### config.mk
export PLATFORM = sky130hd
export DESIGN_NAME = i2c_slave_register_port
export DESIGN_NICKNAME = d
export VERILOG_FILES = /design/src/rtl/i2c_port_pkg.sv /design/src/rtl/i2c_slave_register_port.sv
export VERILOG_INCLUDE_DIRS = /design/src /design/src/rtl
export SDC_FILE = /design/constraint.sdc
export NUM_CORES = 1
export LEC_CHECK = 0
export ABC_CLOCK_PERIOD_IN_PS = 3100
export BUFFER_PORTS_ARGS = -buffer_cell sky130_fd_sc_hd__buf_2
export CAP_MARGIN = 20
export CELL_PAD_IN_SITES_DETAIL_PLACEMENT = 0
export CELL_PAD_IN_SITES_GLOBAL_PLACEMENT = 1
export CORE_MARGIN = 2
export CORE_UTILIZATION = 51
export CTS_CLUSTER_SIZE = 12
export DETAILED_ROUTE_END_ITERATION = 6
export PLACE_DENSITY_LB_ADDON = 0.3
export SLEW_MARGIN = 0
export SYNTH_ARGS = -nofsm -noshare
export SYNTH_HDL_FRONTEND = slang
export SYNTH_HIERARCHICAL = 1
export SYNTH_SLANG_ARGS = --single-unit
### constraint.sdc
create_clock -name I_CLK -period 3.1 [get_ports I_CLK]
set_input_delay 0.31 -clock I_CLK [delete_from_list [all_inputs] [get_ports I_CLK]]
set_output_delay 0.31 -clock I_CLK [all_outputs]
set_load 0.1 [all_outputs]
### src/rtl/i2c_port_cfg.svh
// Constants for the two-wire register port: addresses, layout and timing
`ifndef I2C_PORT_CFG_SVH
`define I2C_PORT_CFG_SVH

// ----------------------------------------------------------------------
// Bus addresses
// ----------------------------------------------------------------------
`define DEV_WR_BYTE 8'hb0
`define DEV_RD_BYTE 8'hb1
`define OWN_ADDR10 10'h058
`define TEN_HDR 5'h1e
`define GCALL_BYTE 8'h00

// ----------------------------------------------------------------------
// Register space
// ----------------------------------------------------------------------
`define TOUCH_FIFO_ADDR 8'h18
`define PWM_PORT_ADDR 8'hc0
`define PTR_RESET 8'h00
`define WR_FIFO_DEPTH 16

// ----------------------------------------------------------------------
// Timing
// ----------------------------------------------------------------------
`define CLK_PERIOD_NS 10
`define FAST_BIT_NS 2500
`define STD_BIT_NS 10000
`define FAST_HALF_CYC ((`FAST_BIT_NS / 2) / `CLK_PERIOD_NS)

`endif

### src/rtl/i2c_port_pkg.sv
// Types shared by the two-wire register port
package i2c_port_pkg;

  typedef struct packed {
    logic [7:0] addr;
    logic [7:0] data;
  } wr_word_s;

  typedef enum logic [2:0] {
    ST_IDLE, ST_RX, ST_STALL, ST_ACK, ST_TX, ST_MACK, ST_IGNORE
  } state_e;

  typedef enum logic [2:0] {
    PH_DEV, PH_DEV10, PH_REG, PH_DATA, PH_GCALL
  } phase_e;

endpackage

### src/rtl/i2c_slave_register_port.sv
// Two-wire slave port into an 8-bit register space, with its write FIFO
`include "i2c_port_cfg.svh"

// ----------------------------------------------------------------------
// Write FIFO
// ----------------------------------------------------------------------
module wr_fifo #(
  parameter int WIDTH = 16,
  parameter int DEPTH = 16
) (
  input wire logic clk,
  input wire logic nrst,
  input wire logic ce,
  input wire logic in_valid,
  output logic in_ready,
  input wire logic [WIDTH-1:0] in_data,
  output logic out_valid,
  input wire logic out_ready,
  output logic [WIDTH-1:0] out_data
);
  localparam int AW = $clog2(DEPTH);
  logic [WIDTH-1:0] mem [DEPTH];
  logic [AW:0] wr_q, rd_q;
  logic push, pop;

  assign in_ready = (wr_q[AW] == rd_q[AW]) || (wr_q[AW-1:0] != rd_q[AW-1:0]);
  assign out_valid = wr_q != rd_q;
  assign out_data = mem[rd_q[AW-1:0]];
  assign push = in_valid && in_ready;
  assign pop = out_valid && out_ready;

  always_ff @(posedge clk) begin
    if (ce && push) begin
      mem[wr_q[AW-1:0]] <= in_data;
    end
  end

  always_ff @(posedge clk) begin
    if (!nrst) begin
      wr_q <= '0;
      rd_q <= '0;
    end else if (ce) begin
      if (push) begin
        wr_q <= wr_q + 1'b1;
      end
      if (pop) begin
        rd_q <= rd_q + 1'b1;
      end
    end
  end
endmodule

// ----------------------------------------------------------------------
// Slave port
// ----------------------------------------------------------------------
module i2c_slave_register_port (
  input wire logic I_CLK,
  input wire logic I_NRST,
  input wire logic I_CE,
  input wire logic I_SCL,
  output logic O_SCL_O,
  output logic O_SCL_OE,
  input wire logic I_SDA,
  output logic O_SDA_O,
  output logic O_SDA_OE,
  output logic O_WR_VALID,
  input wire logic I_WR_READY,
  output i2c_port_pkg::wr_word_s O_WR_WORD,
  output logic O_RD_TAKE,
  output logic [7:0] O_RD_ADDR,
  input wire logic [7:0] I_RD_DATA
);
  import i2c_port_pkg::*;
  logic [2:0] scl_s_q, sda_s_q;
  logic scl_q, sda_q, scl_p_q, sda_p_q, scl_rise, scl_fall, start_ev, stop_ev;
  state_e state_q;
  phase_e phase_q;
  logic [3:0] bit_cnt_q;
  logic [7:0] shift_q, ptr_q;
  logic sda_oe_q, rd_q, ten_q, mack_q, byte_done, take, reg_load, push, fifo_ready;
  wr_word_s push_word;

  // Stay on the same register for the touch FIFO on reads and the PWM port on writes
  function automatic logic [7:0] next_ptr(input logic [7:0] p, input logic is_wr);
    return ((!is_wr && p == `TOUCH_FIFO_ADDR) || (is_wr && p == `PWM_PORT_ADDR))
      ? p : p + 8'h01;
  endfunction

  // --------------------------------------------------------------------
  // Pin synchronisers
  // --------------------------------------------------------------------
  // Three stages: about 40 ns of lag, far below a fast-mode half period
  always_ff @(posedge I_CLK) begin
    if (!I_NRST) begin
      scl_s_q <= 3'h7;
      sda_s_q <= 3'h7;
      scl_q <= 1'b1;
      sda_q <= 1'b1;
      scl_p_q <= 1'b1;
      sda_p_q <= 1'b1;
    end else if (I_CE) begin
      scl_s_q <= {scl_s_q[1:0], I_SCL};
      sda_s_q <= {sda_s_q[1:0], I_SDA};
      if (scl_s_q[1] == scl_s_q[2]) begin
        scl_q <= scl_s_q[2];
      end
      if (sda_s_q[1] == sda_s_q[2]) begin
        sda_q <= sda_s_q[2];
      end
      scl_p_q <= scl_q;
      sda_p_q <= sda_q;
    end
  end

  assign scl_rise = scl_q && !scl_p_q;
  assign scl_fall = !scl_q && scl_p_q;
  assign start_ev = scl_q && scl_p_q && sda_p_q && !sda_q;
  assign stop_ev = scl_q && scl_p_q && !sda_p_q && sda_q;
  assign byte_done = state_q == ST_RX && scl_fall && bit_cnt_q == 4'h8;
  assign reg_load = byte_done && phase_q == PH_REG;
  assign take = scl_fall && ((state_q == ST_ACK && rd_q) || (state_q == ST_MACK && mack_q));
  assign push = state_q == ST_STALL && fifo_ready;
  assign push_word = '{addr: ptr_q, data: shift_q};

  // --------------------------------------------------------------------
  // Protocol state machine
  // --------------------------------------------------------------------
  always_ff @(posedge I_CLK) begin
    if (!I_NRST) begin
      state_q <= ST_IDLE;
      phase_q <= PH_DEV;
      bit_cnt_q <= 4'h0;
      shift_q <= 8'h00;
      sda_oe_q <= 1'b0;
      rd_q <= 1'b0;
      ten_q <= 1'b0;
      mack_q <= 1'b0;
    end else if (I_CE) begin
      if (start_ev) begin
        state_q <= ST_RX;
        phase_q <= PH_DEV;
        bit_cnt_q <= 4'h0;
        sda_oe_q <= 1'b0;
        rd_q <= 1'b0;
      end else if (stop_ev) begin
        state_q <= ST_IDLE;
        sda_oe_q <= 1'b0;
        rd_q <= 1'b0;
        ten_q <= 1'b0;
      end else if (take) begin
        state_q <= ST_TX;
        shift_q <= I_RD_DATA;
        sda_oe_q <= !I_RD_DATA[7];
        bit_cnt_q <= 4'h0;
      end else begin
        case (state_q)
          ST_RX: begin
            if (scl_rise && bit_cnt_q != 4'h8) begin
              shift_q <= {shift_q[6:0], sda_q};
              bit_cnt_q <= bit_cnt_q + 4'h1;
            end else if (byte_done) begin
              state_q <= ST_ACK;
              sda_oe_q <= 1'b1;
              case (phase_q)
                PH_DEV: begin
                  if (shift_q == `DEV_WR_BYTE || shift_q == `DEV_RD_BYTE) begin
                    rd_q <= shift_q[0];
                    phase_q <= shift_q[0] ? PH_DATA : PH_REG;
                  end else if (shift_q == `GCALL_BYTE) begin
                    phase_q <= PH_GCALL;
                  end else if (shift_q[7:3] == `TEN_HDR
                               && shift_q[2:1] == 2'(`OWN_ADDR10 >> 8)
                               && (!shift_q[0] || ten_q)) begin
                    rd_q <= shift_q[0];
                    phase_q <= shift_q[0] ? PH_DATA : PH_DEV10;
                  end else begin
                    state_q <= ST_IGNORE;
                    sda_oe_q <= 1'b0;
                  end
                end
                PH_DEV10: begin
                  if (shift_q == 8'(`OWN_ADDR10)) begin
                    ten_q <= 1'b1;
                    phase_q <= PH_REG;
                  end else begin
                    state_q <= ST_IGNORE;
                    sda_oe_q <= 1'b0;
                  end
                end
                PH_REG: phase_q <= PH_DATA;
                PH_DATA: begin
                  state_q <= ST_STALL;
                  sda_oe_q <= 1'b0;
                end
                default: ;
              endcase
            end
          end
          ST_STALL: begin
            if (push) begin
              state_q <= ST_ACK;
              sda_oe_q <= 1'b1;
            end
          end
          ST_ACK: begin
            if (scl_fall) begin
              state_q <= ST_RX;
              sda_oe_q <= 1'b0;
              bit_cnt_q <= 4'h0;
            end
          end
          ST_TX: begin
            if (scl_fall && bit_cnt_q == 4'h7) begin
              state_q <= ST_MACK;
              sda_oe_q <= 1'b0;
            end else if (scl_fall) begin
              shift_q <= {shift_q[6:0], 1'b0};
              sda_oe_q <= !shift_q[6];
              bit_cnt_q <= bit_cnt_q + 4'h1;
            end
          end
          ST_MACK: begin
            if (scl_rise) begin
              mack_q <= !sda_q;
            end else if (scl_fall) begin
              state_q <= ST_IGNORE;
            end
          end
          default: ;
        endcase
      end
    end
  end

  // --------------------------------------------------------------------
  // Register pointer
  // --------------------------------------------------------------------
  always_ff @(posedge I_CLK) begin
    if (!I_NRST) begin
      ptr_q <= `PTR_RESET;
    end else if (I_CE) begin
      if (reg_load) begin
        ptr_q <= shift_q;
      end else if (push) begin
        ptr_q <= next_ptr(ptr_q, 1'b1);
      end else if (take && !start_ev && !stop_ev) begin
        ptr_q <= next_ptr(ptr_q, 1'b0);
      end
    end
  end

  // Writes are queued; a full queue stretches the clock instead of losing bytes
  wr_fifo #(.WIDTH($bits(wr_word_s)), .DEPTH(`WR_FIFO_DEPTH)) u_fifo (
    .clk(I_CLK),
    .nrst(I_NRST),
    .ce(I_CE),
    .in_valid(state_q == ST_STALL),
    .in_ready(fifo_ready),
    .in_data(push_word),
    .out_valid(O_WR_VALID),
    .out_ready(I_WR_READY),
    .out_data(O_WR_WORD)
  );

  assign O_SCL_O = 1'b0;
  assign O_SDA_O = 1'b0;
  assign O_SCL_OE = state_q == ST_STALL;
  assign O_SDA_OE = sda_oe_q;
  assign O_RD_TAKE = take && !start_ev && !stop_ev;
  assign O_RD_ADDR = ptr_q;

  // --------------------------------------------------------------------
  // Checks
  // --------------------------------------------------------------------
  chk_start_rx: assert property (@(posedge I_CLK) disable iff (!I_NRST || !I_CE)
    start_ev |=> state_q == ST_RX && bit_cnt_q == 4'h0 && !O_SDA_OE)
    else $error("start not taken");
  chk_idle_quiet: assert property (@(posedge I_CLK) disable iff (!I_NRST)
    state_q == ST_IDLE |-> !O_SDA_OE && !O_RD_TAKE && !O_SCL_OE)
    else $error("bus driven while idle");
  chk_stop_idle: assert property (@(posedge I_CLK) disable iff (!I_NRST || !I_CE)
    stop_ev |=> state_q == ST_IDLE ##1 !O_SDA_OE) else $error("stop did not end transfer");
  chk_ack_own_addr: assert property (@(posedge I_CLK) disable iff (!I_NRST || !I_CE)
    byte_done && phase_q == PH_DEV && shift_q == `DEV_WR_BYTE |=> O_SDA_OE && phase_q == PH_REG)
    else $error("own address not acknowledged");
  chk_nack_foreign: assert property (@(posedge I_CLK) disable iff (!I_NRST || !I_CE)
    byte_done && phase_q == PH_DEV && shift_q[7:1] == 7'h59
    |=> (!O_SDA_OE && state_q == ST_IGNORE) [*3])
    else $error("foreign address answered");
  chk_read_incr: assert property (@(posedge I_CLK) disable iff (!I_NRST || !I_CE)
    O_RD_TAKE && ptr_q != `TOUCH_FIFO_ADDR |=> ptr_q == $past(ptr_q) + 8'h01)
    else $error("read pointer not advanced");
  chk_fifo_hold: assert property (@(posedge I_CLK) disable iff (!I_NRST || !I_CE)
    O_RD_TAKE && ptr_q == `TOUCH_FIFO_ADDR |=> $stable(ptr_q))
    else $error("touch FIFO address moved");
  chk_pwm_hold: assert property (@(posedge I_CLK) disable iff (!I_NRST || !I_CE)
    push && ptr_q == `PWM_PORT_ADDR |=> $stable(ptr_q) && state_q == ST_ACK)
    else $error("PWM port address moved");
  chk_no_write_after_stop: assert property (@(posedge I_CLK) disable iff (!I_NRST)
    stop_ev |-> !push && state_q != ST_STALL)
    else $error("write after stop");
  chk_reg_load: assert property (@(posedge I_CLK) disable iff (!I_NRST || !I_CE)
    reg_load |=> ptr_q == $past(shift_q) && phase_q == PH_DATA)
    else $error("register address not loaded");
  chk_bit_release: assert property (@(posedge I_CLK) disable iff (!I_NRST || !I_CE)
    state_q == ST_TX && scl_fall && bit_cnt_q == 4'h7 |=> !O_SDA_OE && state_q == ST_MACK)
    else $error("data not released after eight bits");

  cov_write: cover property (@(posedge I_CLK) push);
  cov_read: cover property (@(posedge I_CLK) O_RD_TAKE ##[1:1000] O_RD_TAKE);
  cov_stretch: cover property (@(posedge I_CLK) O_SCL_OE && !fifo_ready);
  cov_gcall: cover property (@(posedge I_CLK) phase_q == PH_GCALL && state_q == ST_ACK);
endmodule

Word-level counts from Yosys, hierarchy flattened
Memories as Yosys holds them, arrays and structs flattened. A register that Yosys moved wholly into a read port is not among the register bits.
Cells that the tools add are included.
{"block": "totals", "ram_bits": 256, "out_inout_bits": 30, "wordCells": 224, "in_bits": 14, "mem_count": 1, "regBits": 50}
{"block": "op_classes", "n_bitwise": 3, "muxes": 83, "eq_ne": 49, "reduce_logical": 67, "addsub": 4}
{"memory": "u_fifo.mem", "depth": 16, "width": 16, "read_ports": 1, "rd_ports_with_merged_regs": 1, "wr": 1, "line_no": "i2c_slave_register_port.sv:22", "text": "logic [WIDTH-1:0] mem [DEPTH];"}
{"cell": "2-to-1 mux 3 bit", "count": 24}
{"cell": "2-to-1 mux 8 bit", "count": 9}
{"cell": "!= test 5 bit (second input constant)", "count": 8}
{"cell": "2-to-1 mux 4 bit", "count": 9}
{"cell": "2-to-1 mux 1 bit", "count": 33}
{"cell": "equality test 8 bit (second input constant)", "count": 3}
{"cell": "logical AND 1 bit", "count": 22}
{"cell": "AND reduction 7 bit", "count": 3}
{"cell": "!= test 4 bit (second input constant)", "count": 5}
{"cell": "!= test 3 bit (second input constant)", "count": 6}
{"cell": "case mux 3 bit (3 select lines)", "count": 2}
{"cell": "AND reduction 9 bit", "count": 2}
{"cell": "case mux 8 bit (2 select lines)", "count": 1}
{"cell": "AND reduction 8 bit", "count": 2}
{"cell": "case mux 3 bit (5 select lines)", "count": 1}
{"cell": "nonzero test 3 bit", "count": 5}
{"cell": "equality test 3 x 2 -> 1 bit (second input constant)", "count": 4}
{"cell": "case mux 4 bit (3 select lines)", "count": 1}
{"cell": "nonzero test 2 bit", "count": 6}
{"cell": "adder 5 x 1 -> 5 bit (second input constant)", "count": 2}
{"cell": "!= test 2 bit (second input constant)", "count": 5}
{"cell": "zero test 1 bit", "count": 9}
{"cell": "adder 8 x 1 -> 8 bit (second input constant)", "count": 1}
{"cell": "equality test 8 x 5 -> 1 bit (second input constant)", "count": 1}
{"cell": "28 further kinds", "count": 42}

Depth between registers and ports, before layout
{"block": "depth", "word_depth": 13, "ltp_mapped": 11, "depth_no_buf": 8}

Modules after synthesis
Netlist, hierarchy kept.
{"mod": "wr_fifo", "area_each_um2": 10724.0, "n_inst": 1, "cells_each": 463}
{"mod": "i2c_slave_register_port", "area_each_um2": 2788.9, "n_inst": 1, "cells_each": 354}

Worst setup path before layout
OpenSTA, ideal clock, no wires.
{"block": "synth_path", "path_kind": "register -> register", "startpoint": "register state_q[1]", "endpoint": "memory u_fifo.mem[11][0], enable pin", "arrival_ns": 4.543, "path_stages_with_launch": 7, "slack_ns": -1.816, "path_cell_list": "dfxtp_1 buf_2 nor3b_1 nand2_1 a21oi_1 buf_2 and3_1"}
{"block": "synth_between", "elab_chain_cells": 5}
{"item": "start: declaration", "line_no": "i2c_slave_register_port.sv:76", "text": "state_e state_q;"}
{"item": "start signal: assignment", "line_no": "i2c_slave_register_port.sv:130", "text": "state_q <= ST_IDLE;"}
{"item": "start signal: assignment", "line_no": "i2c_slave_register_port.sv:140", "text": "state_q <= ST_RX;"}
{"item": "start signal: assignment", "line_no": "i2c_slave_register_port.sv:146", "text": "state_q <= ST_IDLE;"}
{"item": "equality test 3 x 2 -> 1 bit"}
{"item": "net O_SCL_OE", "line_no": "i2c_slave_register_port.sv:62", "text": "output logic O_SCL_OE,"}
{"item": "logical AND 1 bit", "line_no": "i2c_slave_register_port.sv:29", "text": "assign push = in_valid && in_ready;"}
{"item": "logical AND 1 bit", "line_no": "i2c_slave_register_port.sv:33", "text": "if (ce && push) begin"}
{"item": "2-to-1 mux 1 bit", "line_no": "i2c_slave_register_port.sv:33"}
{"item": "2-to-1 mux 1 bit (implied by the code)", "line_no": "i2c_slave_register_port.sv:34", "text": "mem[wr_q[AW-1:0]] <= in_data;"}
{"item": "end: declaration", "line_no": "i2c_slave_register_port.sv:22"}
The timed path passes the listed nets, and every way through them passes these cells.

==> results.toml <==
[grt]
grt.total_usage = 0.213
gr-total-overflow = 0
grt_pass1_vias = 7533
grt_max_degree = 53
grt_pass1_wl_um = 45400
antenna_found_initial = 0

[critical_path]
critical_path_class = "reg2out"
critPathRequiredTime_ns = 2.79
arrival_ns = 2.68
critPathCaptureType = "primary output"
crit_path_max_fanout = 32
crit_path_start_kind = "flop"

[synth]
yosysWarningCount = 6
syn_area_mm2 = 0.0135
synth_ff_type = "edfxtp_1"
synth_edf_count = 256
ys_seq_area_frac = 0.649
async_reset_ff_frac = 0
synth.distinct_cells = 75
ys_seq_elements = 310
syn_inst = 817
avgSynthCellArea_um2 = 16.5

[floorplan]
top_level_ports = 44
core-area_mm2 = 0.0261
initial_core_util = 0.519
fp.dieH_um = 167
die_x_um = 167
dieArea_mm2 = 0.0278
fp-row-count = 59

[cts]
clkTransAtPathRegs_ns = 0.06
cts_root_buf = "clkbuf_16"
clock_latency_ns = 0.56
cts_inserted_buffers = 31
clock_path_buffers = 3
clkSinkCount = 310
htreeDepth = 1
tritoncts = "done"

[sta]
finalMaxSlewViolations = 0
tns_ns = 0
finalSetupViolations = 0
worst_pin_slew_ns = 0.803
min_period_ns = 2.99
finClkSkew_ns = 0.0236
max_freq_mhz = 334
max_slew_margin = 0.464
rsz0062_at_grt = "no"
hold_viol = 0
fin_crit_sh = 0.966

[power]
power_density_mw_per_mm2 = 554
p_leak_nw = 5.28
total_power_mw = 8.37
irDropWorstVdd_v = 0.000395

[drt]
drt_pass1_iterations = 5
drt_iter0_drc = 659
num_vias = 7709
ant_nets = 0
drcViolationCount = 0
vias_per_cell = 6.26
wirelength_um = 29600
wl_per_cell_um = 24.0

[finish]
final_cell_count_no_fill = 1232
drive_above_1_share = 0.186
antennaDiodeCount = 0
synthToLayoutAreaGrowth_pct = 11.7
layout_common_cells = "256 x edfxtp_1, 51 x dfxtp_1, 48 x mux4_1"
fillers = 1962
final_common_cell = "edfxtp_1"
nNetsFinal = 897

[placed_design]
port_buffers = 41
hpwlAfterDp_um = 17400
dp_cells = 1171
place_congestion = 0.855

[outcome]
outcome = "completed"

[hold_path]
hold_class = "in2reg"

[flow_run]
drv_cap = 0
worst paths after layout:
check / startpoint / endpoint / slack [ns] / cells past startpoint
setup / recovery: flop / O_WR_WORD[6] / 0.11 / 4
hold reg to reg: scl_s_q[0] / scl_s_q[0] / 0.47 / 2
setup reg to reg: u_fifo/wr_q[2] / O_RD_ADDR[1] / 0.57 / 9
hold / removal: I_RD_DATA[0] / shift_q[0] / 0.12 / 3
metal layers:
metal	up-vias	global-route usage	wire length, um
met1	3914	0.301	12300
met2	296	0.357	14900
met5	-	0	0
met3	32	0.0321	1980
met4	0	0.0420	385
li1	3467	-	-
critical path, stage by stage, from the launching register on:
cell,delay [ns]
dfxtp_4,0.42
buf_16,0.24
mux4_1,0.60
mux4_2,0.52
buf_2,0.32
cell families (layout without fill, tap and decap cells):
logic type | after synthesis | count (layout) | share of synthesized area
other | 1 | 2 | 0.000278
flip-flops | 310 | 310 | 0.649
multiplexers | 110 | 110 | 0.169
buffers and inverters | 72 | 151 | 0.0266
XOR/XNOR | 7 | 7 | 0.00454
adder cells (fa/ha/maj) | 11 | 11 | 0.0102
AND/OR/NAND/NOR | 193 | 193 | 0.0810
AO/OA/AOI/OAI | 113 | 113 | 0.0594
metrics by stage:
step                      cell area, um2  setup slack (ns)  hold WS, ns  utilization
after global routing               15100            0.0499        0.128        0.579
after floorplan                    13500            0.0739        0.438            -
after CTS                          15100            0.0118        0.108        0.580
after global placement             14100             0.606        0.457        0.542
final                              15100             0.106        0.124        0.579
after detailed placement           14100             0.576        0.462        0.542
what timing repair did:
item / in CTS / in global routing
gates resized for setup: 1 / 3
hold buffers: 2 / 0
buffers inserted: 0 / 0
setup endpoints to repair: 4 / 11
cloned: 1 / 0
hold endpoints to repair: 2 / 0
state kept, by name, summed over array words and instances (netlist names), named ones only:
name / flops
sda_q: 1
u_fifo/rd_q: 5
mack_q: 1
scl_p_q: 1
bit_cnt_q: 4
sda_s_q: 3
state_q: 3
sda_p_q: 1
scl_q: 1
shift_q: 8
rd_q: 1
ten_q: 1
u_fifo/mem: 256
phase_q: 3
O_SDA_OE: 1
O_RD_ADDR: 8
scl_s_q: 3
u_fifo/wr_q: 5
final cells by class:
class                           instances  area, um2  share of cell area
Sequential cell                       310       8770               0.581
Inverter                               20       75.1             0.00497
Multi-Input combinational cell        436       4420               0.293
Tap cell                              335        419              0.0278
Clock inverter                          6       62.6             0.00414
Timing Repair Buffer                   73        493              0.0326
Clock buffer                           52        855              0.0566
synthesized netlist by cell type (3+ instances only):
| cell | n | share of area |
|---|---|---|
| nor3b_1 | 5 | 0.0028 |
| nand2b_1 | 10 | 0.0046 |
| inv_1 | 19 | 0.0053 |
| nor4bb_1 | 3 | 0.0022 |
| nand4_1 | 14 | 0.0065 |
| buf_6 | 5 | 0.0042 |
| nand2_1 | 42 | 0.012 |
| o21a_1 | 3 | 0.0017 |
| xor2_1 | 5 | 0.0032 |
| o211ai_1 | 7 | 0.0039 |
| o21bai_1 | 3 | 0.0017 |
| buf_4 | 4 | 0.0022 |
| mux2i_1 | 27 | 0.020 |
| a21oi_1 | 19 | 0.0070 |
| nand3_1 | 25 | 0.0093 |
| or3_1 | 3 | 0.0014 |
| a311oi_1 | 3 | 0.0019 |
| buf_1 | 6 | 0.0017 |
| edfxtp_1 | 256 | 0.57 |
| and4b_1 | 5 | 0.0037 |
| nor2_1 | 24 | 0.0067 |
| clkbuf_1 | 28 | 0.0078 |
| and3_1 | 16 | 0.0074 |
| a31oi_1 | 11 | 0.0051 |
| mux4_1 | 48 | 0.093 |
| o2111ai_1 | 5 | 0.0032 |
| nand3b_1 | 5 | 0.0028 |
| a211oi_1 | 13 | 0.0072 |
| buf_2 | 7 | 0.0026 |
| nor4_1 | 4 | 0.0019 |
| dfxtp_1 | 54 | 0.080 |
| ha_1 | 11 | 0.010 |
| a21o_1 | 6 | 0.0033 |
| mux2_2 | 3 | 0.0025 |
| nor2b_1 | 8 | 0.0037 |
| o21ai_0 | 17 | 0.0063 |
| mux4_2 | 32 | 0.053 |
| or4_1 | 5 | 0.0028 |
| nor3_1 | 10 | 0.0037 |
power by group:
part	internal [mW]	switching (mW)	total, mW
sequential	4.46	0.0151	4.47
combinational	0.152	0.350	0.502
clock	1.95	1.45	3.40
Power figures use the tool's default switching activity.
